[config.mk]
export PLATFORM = sky130hd
export DESIGN_NAME = rqts_core
export DESIGN_NICKNAME = d
export VERILOG_FILES = /design/src/rqts_pkg.sv /design/src/rqts_tag_fifo.sv /design/src/rqts_core.sv
export VERILOG_INCLUDE_DIRS = /design/src
export SDC_FILE = /design/constraint.sdc
export NUM_CORES = 1
export LEC_CHECK = 0
export BUFFER_PORTS_ARGS = -buffer_cell sky130_fd_sc_hd__buf_4
export CAP_MARGIN = 5
export CORE_AREA = 2 2 127 129
export CTS_CLUSTER_DIAMETER = 40
export DETAILED_ROUTE_END_ITERATION = 8
export DIE_AREA = 0 0 129 131
export PLACE_DENSITY_LB_ADDON = 0.08
export SYNTH_ARGS = -nofsm -noshare
export SYNTH_HDL_FRONTEND = slang
export SYNTH_HIERARCHICAL = 1
export SYNTH_SLANG_ARGS = --single-unit
[constraint.sdc]
create_clock -name hclk -period 5.5 [get_ports hclk]
set_input_delay 0.825 -clock hclk [delete_from_list [all_inputs] [get_ports hclk]]
set_output_delay 0.825 -clock hclk [all_outputs]
set_load 0.01 [all_outputs]
[src/rqts_map.svh]
`ifndef RQTS_MAP_SVH
`define RQTS_MAP_SVH

// ----------------------------------------
// Register offsets
// ----------------------------------------
`define RQTS_CTRL_OFF      8'h00
`define RQTS_STATUS_OFF    8'h04
`define RQTS_SIDEBAND_OFF  8'h08
`define RQTS_NPCOUNT_OFF   8'h0c
`define RQTS_ERR_OFF       8'h10

// ----------------------------------------
// Control fields and reset
// ----------------------------------------
`define RQTS_CTRL_UTAG_BIT   0
`define RQTS_CTRL_ALIGN_BIT  1
`define RQTS_CTRL_ACCEPT_BIT 2
`define RQTS_CTRL_RST        3'h4

// ----------------------------------------
// Status fields
// ----------------------------------------
`define RQTS_STAT_LEVEL_LSB  0
`define RQTS_STAT_FULL_BIT   4
`define RQTS_STAT_INPKT_BIT  5
`define RQTS_STAT_TAG_LSB    8

// ----------------------------------------
// Sideband fields
// ----------------------------------------
`define RQTS_FBE_LSB         0
`define RQTS_LBE_LSB         4
`define RQTS_OFS_LSB         8
`define RQTS_OFS_MAX         3'h3

// ----------------------------------------
// Descriptor request type and posted codes
// ----------------------------------------
`define RQTS_TYPE_LSB        75
`define RQTS_TYPE_MWR        4'h1
`define RQTS_TYPE_MSG_LO     4'hc
`define RQTS_TYPE_MSG_HI     4'he

// ----------------------------------------
// Tag queue and bus
// ----------------------------------------
`define RQTS_FIFO_DEPTH      8
`define RQTS_HTRANS_NONSEQ   2'h2
`define RQTS_HSIZE_WORD      3'h2

`endif

[src/rqts_pkg.sv]
package rqts_pkg;

    typedef logic [5:0] rqts_tag_t;

    typedef struct packed {
        logic [2:0] offset;
        logic [3:0] final_dword_byte_enables;
        logic [3:0] first_dword_byte_enables;
    } rqts_sideband_t;

    typedef struct packed {
        logic        valid;
        logic        write;
        logic [7:0]  addr;
    } rqts_aphase_t;

endpackage

[src/rqts_tag_fifo.sv]
`timescale 1ns/1ps
`include "rqts_map.svh"

module rqts_tag_fifo (
    // Clock and reset
    input  wire logic              hclk,
    input  wire logic              hresetn,
    // Fill side
    input  wire logic              push,
    input  wire rqts_pkg::rqts_tag_t din,
    output logic                   full,
    // Drain side
    input  wire logic              pop,
    output rqts_pkg::rqts_tag_t    dout,
    output logic                   empty,
    output logic [3:0]             level
);
    import rqts_pkg::*;

    rqts_tag_t  mem [`RQTS_FIFO_DEPTH];
    logic [2:0] wr_ptr;
    logic [2:0] rd_ptr;
    logic [3:0] count;
    wire        do_push = push && !full;
    wire        do_pop  = pop && !empty;

    assign full  = (count == 4'(`RQTS_FIFO_DEPTH));
    assign empty = (count == 4'h0);
    assign level = count;
    assign dout  = mem[rd_ptr];

    // ----------------------------------------
    // Storage entries
    // ----------------------------------------
    for (genvar i = 0; i < `RQTS_FIFO_DEPTH; i++) begin : g_entry
        always_ff @(posedge hclk or negedge hresetn) begin
            if (!hresetn) begin
                mem[i] <= 6'h00;
            end else if (do_push && wr_ptr == 3'(i)) begin
                mem[i] <= din;
            end
        end
    end

    // ----------------------------------------
    // Pointers, first-in first-out
    // ----------------------------------------
    always_ff @(posedge hclk or negedge hresetn) begin
        if (!hresetn) begin
            wr_ptr <= 3'h0;
            rd_ptr <= 3'h0;
            count  <= 4'h0;
        end else begin
            wr_ptr <= wr_ptr + 3'(do_push);
            rd_ptr <= rd_ptr + 3'(do_pop);
            count  <= count + 4'(do_push) - 4'(do_pop);
        end
    end

endmodule

[src/rqts_core.sv]
`timescale 1ns/1ps
`include "rqts_map.svh"

// Contract
// - With core tag management, each accepted non-posted request gets a 6-bit tag output.
// - The tag valid output pulses one cycle per tag, and the tag is meaningful only then.
// - Tags may come several cycles late, while further requests keep being accepted.
// - Tags are reported in the order the non-posted requests were accepted.
// - Byte enables and offset are sampled only in the first beat with valid and ready high.
// - A beat moves only when valid and ready are both high, and stalled beats are held.

module rqts_core (
    // Clock and reset
    input  wire logic                    hclk,
    input  wire logic                    hresetn,
    // AHB-Lite slave
    input  wire logic                    hsel,
    input  wire logic [31:0]             haddr,
    input  wire logic [1:0]              htrans,
    input  wire logic                    hwrite,
    input  wire logic [2:0]              hsize,
    input  wire logic [31:0]             hwdata,
    input  wire logic                    hready,
    output logic                         hreadyout,
    output logic [31:0]                  hrdata,
    output logic                         hresp,
    // Request stream
    input  wire logic [127:0]            request_data_bus,
    input  wire logic [59:0]             request_sideband_bus,
    input  wire logic                    request_last,
    input  wire logic [3:0]              request_keep,
    input  wire logic                    request_valid,
    output logic [3:0]                   request_ready,
    // Tag report
    output rqts_pkg::rqts_tag_t          nonposted_tag_out,
    output logic                         nonposted_tag_valid,
    // Sampled packet sideband
    output rqts_pkg::rqts_sideband_t     packet_sideband,
    output logic                         packet_start
);
    import rqts_pkg::*;

    // ----------------------------------------
    // Control and state
    // ----------------------------------------
    logic [2:0]     ctrl;
    logic           in_pkt;
    logic           offset_err;
    logic [31:0]    np_count;
    rqts_tag_t      next_tag;
    rqts_tag_t      last_tag;
    rqts_aphase_t   aphase;
    rqts_sideband_t sideband_q;
    rqts_tag_t      tag_q;
    logic           tag_valid_q;
    logic           start_q;
    logic [31:0]    rdata_q;

    wire user_tag_mgmt_enable = ctrl[`RQTS_CTRL_UTAG_BIT];
    wire addr_aligned_mode    = ctrl[`RQTS_CTRL_ALIGN_BIT];
    wire accept_enable        = ctrl[`RQTS_CTRL_ACCEPT_BIT];

    // ----------------------------------------
    // Tag queue wires
    // ----------------------------------------
    wire        fifo_full;
    wire        fifo_empty;
    wire [3:0]  fifo_level;
    rqts_tag_t  fifo_dout;

    // ----------------------------------------
    // Stream handshake and first beat
    // ----------------------------------------
    wire ready_bit  = accept_enable && !fifo_full;
    wire beat       = request_valid && ready_bit;
    wire first_beat = beat && !in_pkt;

    assign request_ready = {4{ready_bit}};

    // ----------------------------------------
    // Request classification
    // ----------------------------------------
    wire [3:0] req_type = request_data_bus[`RQTS_TYPE_LSB +: 4];
    wire is_msg     = (req_type >= `RQTS_TYPE_MSG_LO) &&
                      (req_type <= `RQTS_TYPE_MSG_HI);
    wire is_posted  = (req_type == `RQTS_TYPE_MWR) || is_msg;
    wire np_accept  = first_beat && !is_posted;
    wire tag_alloc  = np_accept && !user_tag_mgmt_enable;

    // ----------------------------------------
    // Sideband field split
    // ----------------------------------------
    rqts_sideband_t sb_in;
    assign sb_in.first_dword_byte_enables =
        request_sideband_bus[`RQTS_FBE_LSB +: 4];
    assign sb_in.final_dword_byte_enables =
        request_sideband_bus[`RQTS_LBE_LSB +: 4];
    assign sb_in.offset =
        request_sideband_bus[`RQTS_OFS_LSB +: 3];

    wire ofs_bad_dword   = !addr_aligned_mode && (sb_in.offset != 3'h0);
    wire ofs_bad_aligned = addr_aligned_mode && (sb_in.offset > `RQTS_OFS_MAX);
    wire ofs_bad         = first_beat && (ofs_bad_dword || ofs_bad_aligned);

    // ----------------------------------------
    // Tag report, drained in queue order
    // ----------------------------------------
    wire tag_pop = !fifo_empty && !user_tag_mgmt_enable;

    rqts_tag_fifo u_tag_fifo (
        .hclk    (hclk),
        .hresetn (hresetn),
        .push    (tag_alloc),
        .din     (next_tag),
        .full    (fifo_full),
        .pop     (tag_pop),
        .dout    (fifo_dout),
        .empty   (fifo_empty),
        .level   (fifo_level)
    );

    assign nonposted_tag_out   = tag_q;
    assign nonposted_tag_valid = tag_valid_q;
    assign packet_sideband     = sideband_q;
    assign packet_start        = start_q;

    // ----------------------------------------
    // Packet tracking
    // ----------------------------------------
    always_ff @(posedge hclk or negedge hresetn) begin
        if (!hresetn) begin
            in_pkt <= 1'b0;
        end else if (beat) begin
            in_pkt <= !request_last;
        end
    end

    // ----------------------------------------
    // Sideband capture on first beat only
    // ----------------------------------------
    always_ff @(posedge hclk or negedge hresetn) begin
        if (!hresetn) begin
            sideband_q <= '0;
            start_q    <= 1'b0;
        end else begin
            start_q <= first_beat;
            if (first_beat) begin
                sideband_q <= sb_in;
            end
        end
    end

    // ----------------------------------------
    // Tag allocation counter and non-posted request counter
    // ----------------------------------------
    always_ff @(posedge hclk or negedge hresetn) begin
        if (!hresetn) begin
            next_tag <= 6'h00;
            np_count <= 32'h0000_0000;
        end else begin
            if (tag_alloc) begin
                next_tag <= next_tag + 6'h01;
            end
            if (np_accept) begin
                np_count <= np_count + 32'h0000_0001;
            end
        end
    end

    // ----------------------------------------
    // Tag output register
    // ----------------------------------------
    always_ff @(posedge hclk or negedge hresetn) begin
        if (!hresetn) begin
            tag_q       <= 6'h00;
            tag_valid_q <= 1'b0;
            last_tag    <= 6'h00;
        end else begin
            tag_valid_q <= tag_pop;
            if (tag_pop) begin
                tag_q    <= fifo_dout;
                last_tag <= fifo_dout;
            end
        end
    end

    // ----------------------------------------
    // AHB address phase decode
    // ----------------------------------------
    wire ahb_take = hsel && hready && (htrans == `RQTS_HTRANS_NONSEQ);
    wire size_ok  = (hsize == `RQTS_HSIZE_WORD);

    always_ff @(posedge hclk or negedge hresetn) begin
        if (!hresetn) begin
            aphase <= '0;
        end else if (hready) begin
            aphase.valid <= ahb_take && size_ok;
            aphase.write <= hwrite;
            aphase.addr  <= haddr[7:0];
        end
    end

    wire wr_data  = aphase.valid && aphase.write;
    wire wr_ctrl  = wr_data && (aphase.addr == `RQTS_CTRL_OFF);
    wire wr_err   = wr_data && (aphase.addr == `RQTS_ERR_OFF);

    // ----------------------------------------
    // Control register
    // ----------------------------------------
    always_ff @(posedge hclk or negedge hresetn) begin
        if (!hresetn) begin
            ctrl <= `RQTS_CTRL_RST;
        end else if (wr_ctrl) begin
            ctrl <= hwdata[2:0];
        end
    end

    // ----------------------------------------
    // Offset error flag, set wins over clear
    // ----------------------------------------
    always_ff @(posedge hclk or negedge hresetn) begin
        if (!hresetn) begin
            offset_err <= 1'b0;
        end else if (ofs_bad) begin
            offset_err <= 1'b1;
        end else if (wr_err && hwdata[0]) begin
            offset_err <= 1'b0;
        end
    end

    // ----------------------------------------
    // Read data selection
    // ----------------------------------------
    wire [31:0] stat_word = {18'h0, last_tag, 2'h0, in_pkt, fifo_full, fifo_level};
    wire [31:0] sb_word   = {21'h0, sideband_q};
    wire [31:0] ctrl_word = {29'h0, ctrl};
    wire [31:0] err_word  = {31'h0, offset_err};
    wire [7:0]  ra        = haddr[7:0];

    wire [31:0] next_rdata =
        (ra == `RQTS_CTRL_OFF)     ? ctrl_word :
        (ra == `RQTS_STATUS_OFF)   ? stat_word :
        (ra == `RQTS_SIDEBAND_OFF) ? sb_word   :
        (ra == `RQTS_NPCOUNT_OFF)  ? np_count  :
        (ra == `RQTS_ERR_OFF)      ? err_word  : 32'h0000_0000;

    always_ff @(posedge hclk or negedge hresetn) begin
        if (!hresetn) begin
            rdata_q <= 32'h0000_0000;
        end else if (ahb_take && !hwrite) begin
            rdata_q <= size_ok ? next_rdata : 32'h0000_0000;
        end
    end

    assign hrdata    = rdata_q;
    assign hreadyout = 1'b1;
    assign hresp     = 1'b0;

endmodule

==> results of run 1 <==
==> routing by layer <==
metal	up-vias	global-route usage	share of wire
met4	0	0.0633	0.010
met2	76	0.311	0.49
met3	14	0.0395	0.039
met5	-	0	0
li1	2186	-	-
met1	2382	0.271	0.46
==> registers in the layout (all words and copies together), names as in the netlist <==
name                 flops
next_tag                 6
packet_start             1
u_tag_fifo/rd_ptr        3
u_tag_fifo/wr_ptr        3
aphase                  10
u_tag_fifo/mem          48
ctrl                     3
u_tag_fifo/level         4
packet_sideband         11
np_count                32
offset_err               1
in_pkt                   1
nonposted_tag_out        6
nonposted_tag_valid      1
hrdata                  32
==> stage by stage <==
stage               total power (µW)  hold WS [ns]  std cells
finish                          2910         0.310        876
global route                    3050         0.328        876
CTS                             2950         0.316        876
detailed placement              1720         0.464        845
global placement                1700         0.464        845
floorplan                       1580         0.442        564
==> final timing paths <==
kind | startpoint | to | cells past startpoint
max | u_tag_fifo/level[2] | u_tag_fifo/mem[0] | 9
min | hresetn | hrdata[25] | 1
max reg2reg | u_tag_fifo/level[2] | u_tag_fifo/mem[0] | 9
min reg2reg | np_count[31] | np_count[31] | 1
max in group asynchronous | hresetn | aphase[2] | 2
min in group hclk | np_count[31] | np_count[31] | 1
==> cell usage after synthesis (3+ instances only) <==
library cell               instances  area (µm²)
sky130_fd_sc_hd__a21o_1            7        52.6
sky130_fd_sc_hd__a22o_1           18         158
sky130_fd_sc_hd__buf_2             9        45.0
sky130_fd_sc_hd__buf_4             6        45.0
sky130_fd_sc_hd__buf_6             6        67.6
sky130_fd_sc_hd__clkbuf_1         10        37.5
sky130_fd_sc_hd__dfrtp_1         161        4030
sky130_fd_sc_hd__ha_1             12         150
sky130_fd_sc_hd__inv_1            15        56.3
sky130_fd_sc_hd__mux2_2           77         867
sky130_fd_sc_hd__mux2_4           13         195
sky130_fd_sc_hd__mux4_2           14         315
sky130_fd_sc_hd__nand2_1          41         154
sky130_fd_sc_hd__nand3_1          17        85.1
sky130_fd_sc_hd__nand4_1          12        75.1
sky130_fd_sc_hd__nor2_1           23        86.3
sky130_fd_sc_hd__nor2b_1           3        18.8
sky130_fd_sc_hd__nor3_1           12        60.1
sky130_fd_sc_hd__nor4_2            3        37.5
sky130_fd_sc_hd__o21ai_0           8        40.0
sky130_fd_sc_hd__o21ai_1           4        20.0
sky130_fd_sc_hd__o21ai_2           6        52.6
sky130_fd_sc_hd__o221ai_1          6        52.6
sky130_fd_sc_hd__xnor2_1          15         131
sky130_fd_sc_hd__xor2_1           25         219
==> kinds of logic after synthesis <==
group	Yosys count
flip-flops	162
multiplexers	104
other	2
buffers and inverters	46
AO/OA/AOI/OAI	55
adder cells (fa/ha/maj)	13
AND/OR/NAND/NOR	142
XOR/XNOR	40
==> area by class of cell <==
class,instances,area [µm²],share of cell area
Multi-Input combinational cell,356,3130,0.354
Clock buffer,21,450,0.0509
Clock inverter,10,159,0.0180
Inverter,15,56.3,0.00636
Tap cell,216,270,0.0305
Timing Repair Buffer,96,724,0.0819
Sequential cell,162,4060,0.458
==> power by group through the flow <==
stage	Clock [µW]	Sequential [µW]	Combinational, µW
floorplan	0	1320	255
global placement	0	1390	314
detailed placement	0	1390	327
CTS	1250	1370	328
global route	1300	1380	363
finish	1230	1370	321
==> impl_summary.txt, run 1 <==
----------------------------------------------------
[Finish]
  Fraction of layout cells with a size suffix above 1 ... 0.376
  Number of antenna repair diodes ... 0
  Finished layout cell area ... just under 9000 µm²
  Leading cell type in the layout, fill and taps excluded ... sky130_fd_sc_hd__dfrtp_1
  Filler cells ... between 1000 and 1500
  Commonest cells after routing, fill and taps aside ... sky130_fd_sc_hd__dfrtp_1, sky130_fd_sc_hd__buf_4, sky130_fd_sc_hd__mux2_2
  Synth-to-Final Area Change ... 18.9%
  Final Net Count ... between 900 and 1000
  Final core utilization ... 0.567

[Timing]
  Post-route clock period utilization ... 0.609
  Setup repair after global routing missed its margin ... no
  Worst Skew ... around 0.0090 ns
  Pins Over Slew Limit ... 0
  Maximum achievable frequency ... a little under 300 MHz
  Setup ws final ... between 2 and 2.5 ns
  Final TNS setup ... 0 ns
  Actual transition at the worst max-transition pin ... 1.08 ns
  Final Hold Viols ... 0
  Tmin final ... roughly 3.4 ns
  Remaining max-slew budget at the tightest pin ... 0.280
  Number of setup violations in the final report ... 0

[Setup path]
  Max stage delay on crit path ... 0.85 ns
  Slack of the worst reg-to-reg path ... roughly 2.1 ns
  Critical setup path kind ... flip-flop to flip-flop
  Sum of buffers and inverters on the critical path ... 1
  CP startpoint kind ... flip-flop
  Required time of the critical path ... slightly below 6 ns
  Ordered list of cells on the worst path ... inv_1, ha_1, nor3b_4, nand3b_1, nor2_1, and3b_1, nand2_1, nor3_1, mux2_2
  Delay-heaviest family, CP ... simple AND/OR/NAND/NOR gates
  Crit path DAT ... approximately 3.7 ns
  Slowest library cell on the worst path ... sky130_fd_sc_hd__nor3_1
  Endpoint class of the critical path ... flip-flop
  Maximum net fanout on the critical path ... 12

[Synthesis]
  Predominant post-synthesis flop cell ... sky130_fd_sc_hd__dfrtp_1
  Dominant combinational cell family by area after synthesis ... multiplexers
  Total number of yosys warnings ... 6
  Async SR Flop Fraction ... 1.00
  Post-synthesis sequential element count ... between 150 and 200
  Syn Std Cell Area ... 7440 µm²
  Post-Synth XOR/XNOR Area ... 0.0471
  Adder-Cell Fraction of Synth Area ... 0.0229
  Mux share of post-synthesis cell area ... 0.185
  EDFF count, synth ... 0
  Sequential cell area fraction in the yosys report ... 0.545
  Average footprint of a synthesized cell ... ~13 µm²
  Simple-Gate Fraction of Synth Area ... 0.109
  Synth Instances ... ~560
  Synthesized netlist net count ... ~850
  Netlist cell types ... 52
  Compound-Gate Fraction of Synth Area ... 0.0563

[GRT]
  GR Overflow Total ... 0
  Via count of the first global-routing pass ... 4665
  Total routing resource utilization after global routing ... 0.195
  Pin count of the biggest net entering global routing ... 73
  Wire length of the first global-routing pass ... 25100 µm
  Initial antenna violation count ... 0

[Route]
  Number of vias per cell ... around 5.3
  DRC errors left ... 0
  First-pass iteration count of the detailed router ... 5
  Initial detailed-routing violation count ... about 230
  Antenna viol nets, final ... 0
  WL/cell ... about 18 µm
  Total routed wirelength ... 15500 µm
  Via count ... between 4000 and 5000

[Floorplanning]
  Initial Util ... 0.477
  Total die area ... approximately 17000 µm²
  I/O Pins ... 325
  Core Region ... about 16000 µm²
  Die Ht ... between 100 and 150 µm
  Die Width ... 129 µm
  Num rows ... 46

[Flow run]
  Number of max-capacitance violations reported ... 0

[Clock network]
  Buffer type at the clock tree root ... sky130_fd_sc_hd__clkbuf_16
  # clock sinks ... roughly 160
  Htree depth ... 4
  CTS Buf Count ... 17
  # hold bufs at CTS ... 0
  PostCTS Resize Cnt ... 0
  Latest clock arrival within the worst-skew pair ... roughly 0.43 ns
  Number of post-CTS setup repair buffers ... 0
  Clock slew at reported path FFs ... 0.06 ns
  Max Root-Sink Buffers ... 2
  Clock tree from TritonCTS ... done

[Place]
  RePlAce Congestion ... between 0.7 and 0.8
  Port-buffer cells ... a little over 90
  Placed Instance Area ... 8240 µm²
  Post-detailed-placement half-perimeter wirelength ... approximately 11000 µm
  Pre-CTS setup slack ... ~1.9 ns

[Power and ir drop]
  Power density over the cells ... roughly 330 nW/µm²
  Relative contribution of the clock network to total power ... 0.421
  Worst vdd ir ... between 0.2 and 0.25 mV
  Sequential share of power ... 0.469
  Sw Pwr ... between 700 and 800 µW
  Pint ... ~2200 µW
  Comb pwr share ... 0.110
  P_leak ... 0.00440 µW
  Switching Fraction ... 0.246

[Worst hold path]
  HP Class ... input port to async pin

[Status]
  Result of the run ... complete, no violations

----------------------------------------------------
Note: power is estimated with default switching activity, not from simulation.
==> inputs of run 2 (changes only) <==
ABC_AREA = 1   (was not set)
CORE_AREA = not set   (was 2 2 127 129)
CORE_MARGIN = 2   (was not set)
CORE_UTILIZATION = 45   (was not set)
DIE_AREA = not set   (was 0 0 129 131)
clock period = 2.94 ns   (was 5.5 ns; I/O delays follow)
==> run 2 against run 1 <==
Worst setup slack worse by 1.8 ns. Routed wire length is 44% higher. The flow now finishes with violations (hold timing). Highest routed layer unchanged. Worst hold slack worse by 0.33 ns. Area after synthesis is 19% higher. Largest cell class is now multi-input gates. Register-to-register slack worse by 1.8 ns. Die area is 23% higher. Via count is 61% higher. Sequential share of layout area is 6.9 points lower. Final cell count is 75% higher. Core utilization is 3.1 points lower. Synthesized cell count is 110% higher. Count of clock-buffer cells in the layout is 2 lower. Critical path type unchanged.
==> impl_summary.txt, run 2 <==
----------------------------------------------------
[Status]
  Result of the run ... complete, but fails checks
  Violations in the final reports ... hold timing

[Clock network]
  Htree depth ... 4 (unchanged)
  # clock sinks ... 162 (unchanged)
  Max Root-Sink Buffers ... 2 (unchanged)
  Clock tree from TritonCTS ... done
  Clock slew at reported path FFs ... 0.07 ns (about the same)
  PostCTS Resize Cnt ... 0 (unchanged)
  CTS Buf Count ... 17 (unchanged)
  Buffer type at the clock tree root ... sky130_fd_sc_hd__clkbuf_16
  Number of post-CTS setup repair buffers ... 0 (unchanged)
  # hold bufs at CTS ... 0 (unchanged)
  Latest clock arrival within the worst-skew pair ... 0.43 ns (about the same)

[Timing]
  Tmin final ... 2.57 ns (-0.783 ns)
  Worst hold slack after final layout ... -0.0170 ns (-0.327 ns)
  Remaining max-slew budget at the tightest pin ... 0.585 (+0.305)
  Worst Skew ... 0.0114 ns (+0.00241 ns)
  Number of setup violations in the final report ... 0 (unchanged)
  Setup repair after global routing missed its margin ... no
  Pins Over Slew Limit ... 0 (unchanged)
  Final TNS setup ... 0 ns (unchanged)
  Final Hold Viols ... 5 (+5)
  Maximum achievable frequency ... 389 MHz (+31%)
  Post-route clock period utilization ... 0.873 (+0.264)
  Actual transition at the worst max-transition pin ... 0.623 ns (-0.453 ns)

[Synthesis]
  Async SR Flop Fraction ... 1.00 (unchanged)
  Mux share of post-synthesis cell area ... 0.0114 (-0.174)
  Post-synthesis sequential element count ... 162 (unchanged)
  Adder-Cell Fraction of Synth Area ... 0.0192 (-0.00365)
  Average footprint of a synthesized cell ... 7.50 µm² (-43%)
  Area contributors post-synth ... sky130_fd_sc_hd__dfrtp_1, sky130_fd_sc_hd__nand2_1, sky130_fd_sc_hd__inv_1, sky130_fd_sc_hd__nand3_1, sky130_fd_sc_hd__nand4_1
  Total number of yosys warnings ... 6 (unchanged)
  Syn Std Cell Area ... 8850 µm² (+19%)
  Dominant combinational cell family by area after synthesis ... simple AND/OR/NAND/NOR gates
  Netlist cell types ... 39 (-25%)
  Simple-Gate Fraction of Synth Area ... 0.379 (+0.271)
  EDFF count, synth ... 0 (unchanged)
  Synth Instances ... 1180 (+110%)
  Top post-synthesis cells by count ... sky130_fd_sc_hd__nand2_1, sky130_fd_sc_hd__dfrtp_1, sky130_fd_sc_hd__inv_1
  Post-Synth XOR/XNOR Area ... 0.0228 (-0.0243)
  Predominant post-synthesis flop cell ... sky130_fd_sc_hd__dfrtp_1
  Cell type with the largest total area after synthesis ... sky130_fd_sc_hd__dfrtp_1
  Synthesized netlist net count ... 1461 (+73%)
  Library cell with the highest instance count after synthesis ... sky130_fd_sc_hd__nand2_1
  Area share of the leading cell type in the synthesized netlist ... 0.455 (-0.0865)
  Compound-Gate Fraction of Synth Area ... 0.0205 (-0.0358)
  Sequential cell area fraction in the yosys report ... 0.458 (-0.0870)

[Route]
  Initial detailed-routing violation count ... 463 (+100%)
  Antenna viol nets, final ... 0 (unchanged)
  Total routed wirelength ... 22400 µm (+44%)
  Number of vias per cell ... 4.90 (-7.9%)
  DRC errors left ... 0 (unchanged)
  Via count ... 7520 (+61%)
  First-pass iteration count of the detailed router ... 5 (unchanged)
  WL/cell ... 14.6 µm (-18%)

[GRT]
  GR Overflow Total ... 0 (unchanged)
  Total routing resource utilization after global routing ... 0.226 (+0.0310)
  Pin count of the biggest net entering global routing ... 64 (-12%)
  Initial antenna violation count ... 0 (unchanged)
  Via count of the first global-routing pass ... 6958 (+49%)
  Wire length of the first global-routing pass ... 36600 µm (+46%)

[Place]
  Number of placed instances, taps included ... 1504 (+78%)
  Post-detailed-placement half-perimeter wirelength ... 15900 µm (+47%)
  RePlAce Congestion ... 0.859 (+10%)
  Placed Instance Area ... 9820 µm² (+19%)
  Port-buffer cells ... 92 (unchanged)

[Power and ir drop]
  Power density over the cells ... 609 nW/µm² (+85%)
  Worst vdd ir ... 0.465 mV (+120%)
  P_leak ... 0.00553 µW (+26%)

[Finish]
  Commonest cells after routing, fill and taps aside ... sky130_fd_sc_hd__nand2_1, sky130_fd_sc_hd__dfrtp_1, sky130_fd_sc_hd__inv_1
  Leading cell type in the layout, fill and taps excluded ... sky130_fd_sc_hd__nand2_1
  Number of antenna repair diodes ... 0 (unchanged)
  Largest register FFs ... 48 (unchanged)
  Finished Layout Cells ... 1536 (+75%)
  Finished layout cell area ... 10400 µm² (+18%)
  Final core utilization ... 0.537 (-0.0308)
  Synth-to-Final Area Change ... 17.6%
  Fraction of layout cells with a size suffix above 1 ... 0.158 (-0.218)
  Register with the most flip-flops ... u_tag_fifo/mem
  Final Net Count ... 1539 (+66%)
  Filler cells ... 1937 (+52%)

[Flow run]
  Number of max-capacitance violations reported ... 0 (unchanged)

[Setup path]
  Max stage delay on crit path ... 0.51 ns (-0.34 ns)
  Critical setup path kind ... flip-flop to flip-flop
  Maximum net fanout on the critical path ... 5 (-7)
  Most used cell along the critical path ... sky130_fd_sc_hd__nand2_4
  CP startpoint kind ... flip-flop
  Ordered list of cells on the worst path ... inv_1, nand3_4, inv_4, nor2_4, nand2_4, nor2_8, nand2_4, nor2_8, nand2_4, ha_4, inv_2, ha_4, inv_2, fa_2, inv_1
  Required time of the critical path ... 3.26 ns (-2.54 ns)
  Slack of the worst reg-to-reg path ... 0.37 ns (-1.78 ns)
  Sum of buffers and inverters on the critical path ... 5 (+4)
  Delay-heaviest family, CP ... adder cells
  Count of cells along the worst register-to-register path ... 15 (+6)
  Endpoint class of the critical path ... flip-flop
  Logic depth of the worst path, buffers included ... 15 (+6)
  Crit path DAT ... 2.89 ns (-0.76 ns)
  R2R Path Start ... u_tag_fifo/level[1]
  Reg-to-Reg End ... u_tag_fifo/level[1]
  Slowest library cell on the worst path ... sky130_fd_sc_hd__fa_2

[Worst hold path]
  HP Class ... input port to async pin

[Floorplanning]
  Initial Util ... 0.456 (-0.0206)
  Total die area ... 20800 µm² (+23%)
  Core Region ... 19400 µm² (+24%)
  Num rows ... 51 (+11%)
  I/O Pins ... 325 (unchanged)
  Die Width ... 144 µm (+12%)
  Die Ht ... 144 µm (+10%)

----------------------------------------------------
[run 2: cell types whose count changed after synthesis, moves of 14 or more]
cell,previous run,this run
sky130_fd_sc_hd__mux2_2,77,9
sky130_fd_sc_hd__o21ai_0,8,30
sky130_fd_sc_hd__nor2_1,23,67
sky130_fd_sc_hd__nand4_1,12,53
sky130_fd_sc_hd__mux4_2,14,0
sky130_fd_sc_hd__nand3_1,17,88
sky130_fd_sc_hd__nand2_1,41,499
sky130_fd_sc_hd__a22o_1,18,0
sky130_fd_sc_hd__inv_1,15,130
[run 2: worst max path at each step]
stage	start	to	slack [ns]
finish	u_tag_fifo/level[1]	u_tag_fifo/level[1]	0.37
global route	u_tag_fifo/level[1]	u_tag_fifo/level[1]	0.22
CTS	u_tag_fifo/level[1]	u_tag_fifo/level[1]	0.37
detailed placement	u_tag_fifo/level[1]	u_tag_fifo/level[1]	0.39
global placement	u_tag_fifo/level[1]	u_tag_fifo/level[1]	0.38
floorplan	u_tag_fifo/level[3]	u_tag_fifo/level[1]	-0.07
[run 2: logic make-up after synthesis]
family / after synthesis
fa+ha+maj: 13
compound gates: 36
mux: 9
xor+xnor: 23
buf+inv: 183
flops: 162
simple gates: 752
other cells: 2
[run 2: stage by stage]
| step | total power, µW | worst slack, ns |
|---|---|---|
| CTS | 6400 | 0.365 |
| detailed placement | 4180 | 0.387 |
| global placement | 4160 | 0.377 |
| global route | 6680 | 0.221 |
| floorplan | 3650 | -0.0685 |
| finish | 6340 | 0.373 |
[run 2: layer usage]
metal	track usage	share of wire	up-vias
met5	0	0	-
met4	0.0465	0.0079	0
li1	-	-	3845
met1	0.329	0.49	3485
met3	0.0368	0.049	10
met2	0.359	0.46	180
[run 2: final cells by class]
type | count | area (µm²) | share of cell area
clock buffer | 19 | 443 | 0.0426
clock inverter | 13 | 143 | 0.0137
inverter | 135 | 509 | 0.0489
multi-input combinational | 835 | 4080 | 0.392
sequential | 162 | 4060 | 0.390
tap | 265 | 332 | 0.0319
timing repair buffer | 107 | 845 | 0.0811
[run 2: where the power goes]
part / internal [µW] / leakage (µW) / switching, µW
clock: 1220 / 0.000286 / 979
sequential: 2410 / 0.00218 / 221
combinational: 551 / 0.00307 / 956
[run 2: worst register-to-register path: cells and delay by family (launching register included)]
kind	cells	cell delay, ns
DFF	1	0.46
adders and majority gates	3	0.85
buffers and inverters	5	0.33
and+or+nand+nor	7	0.84
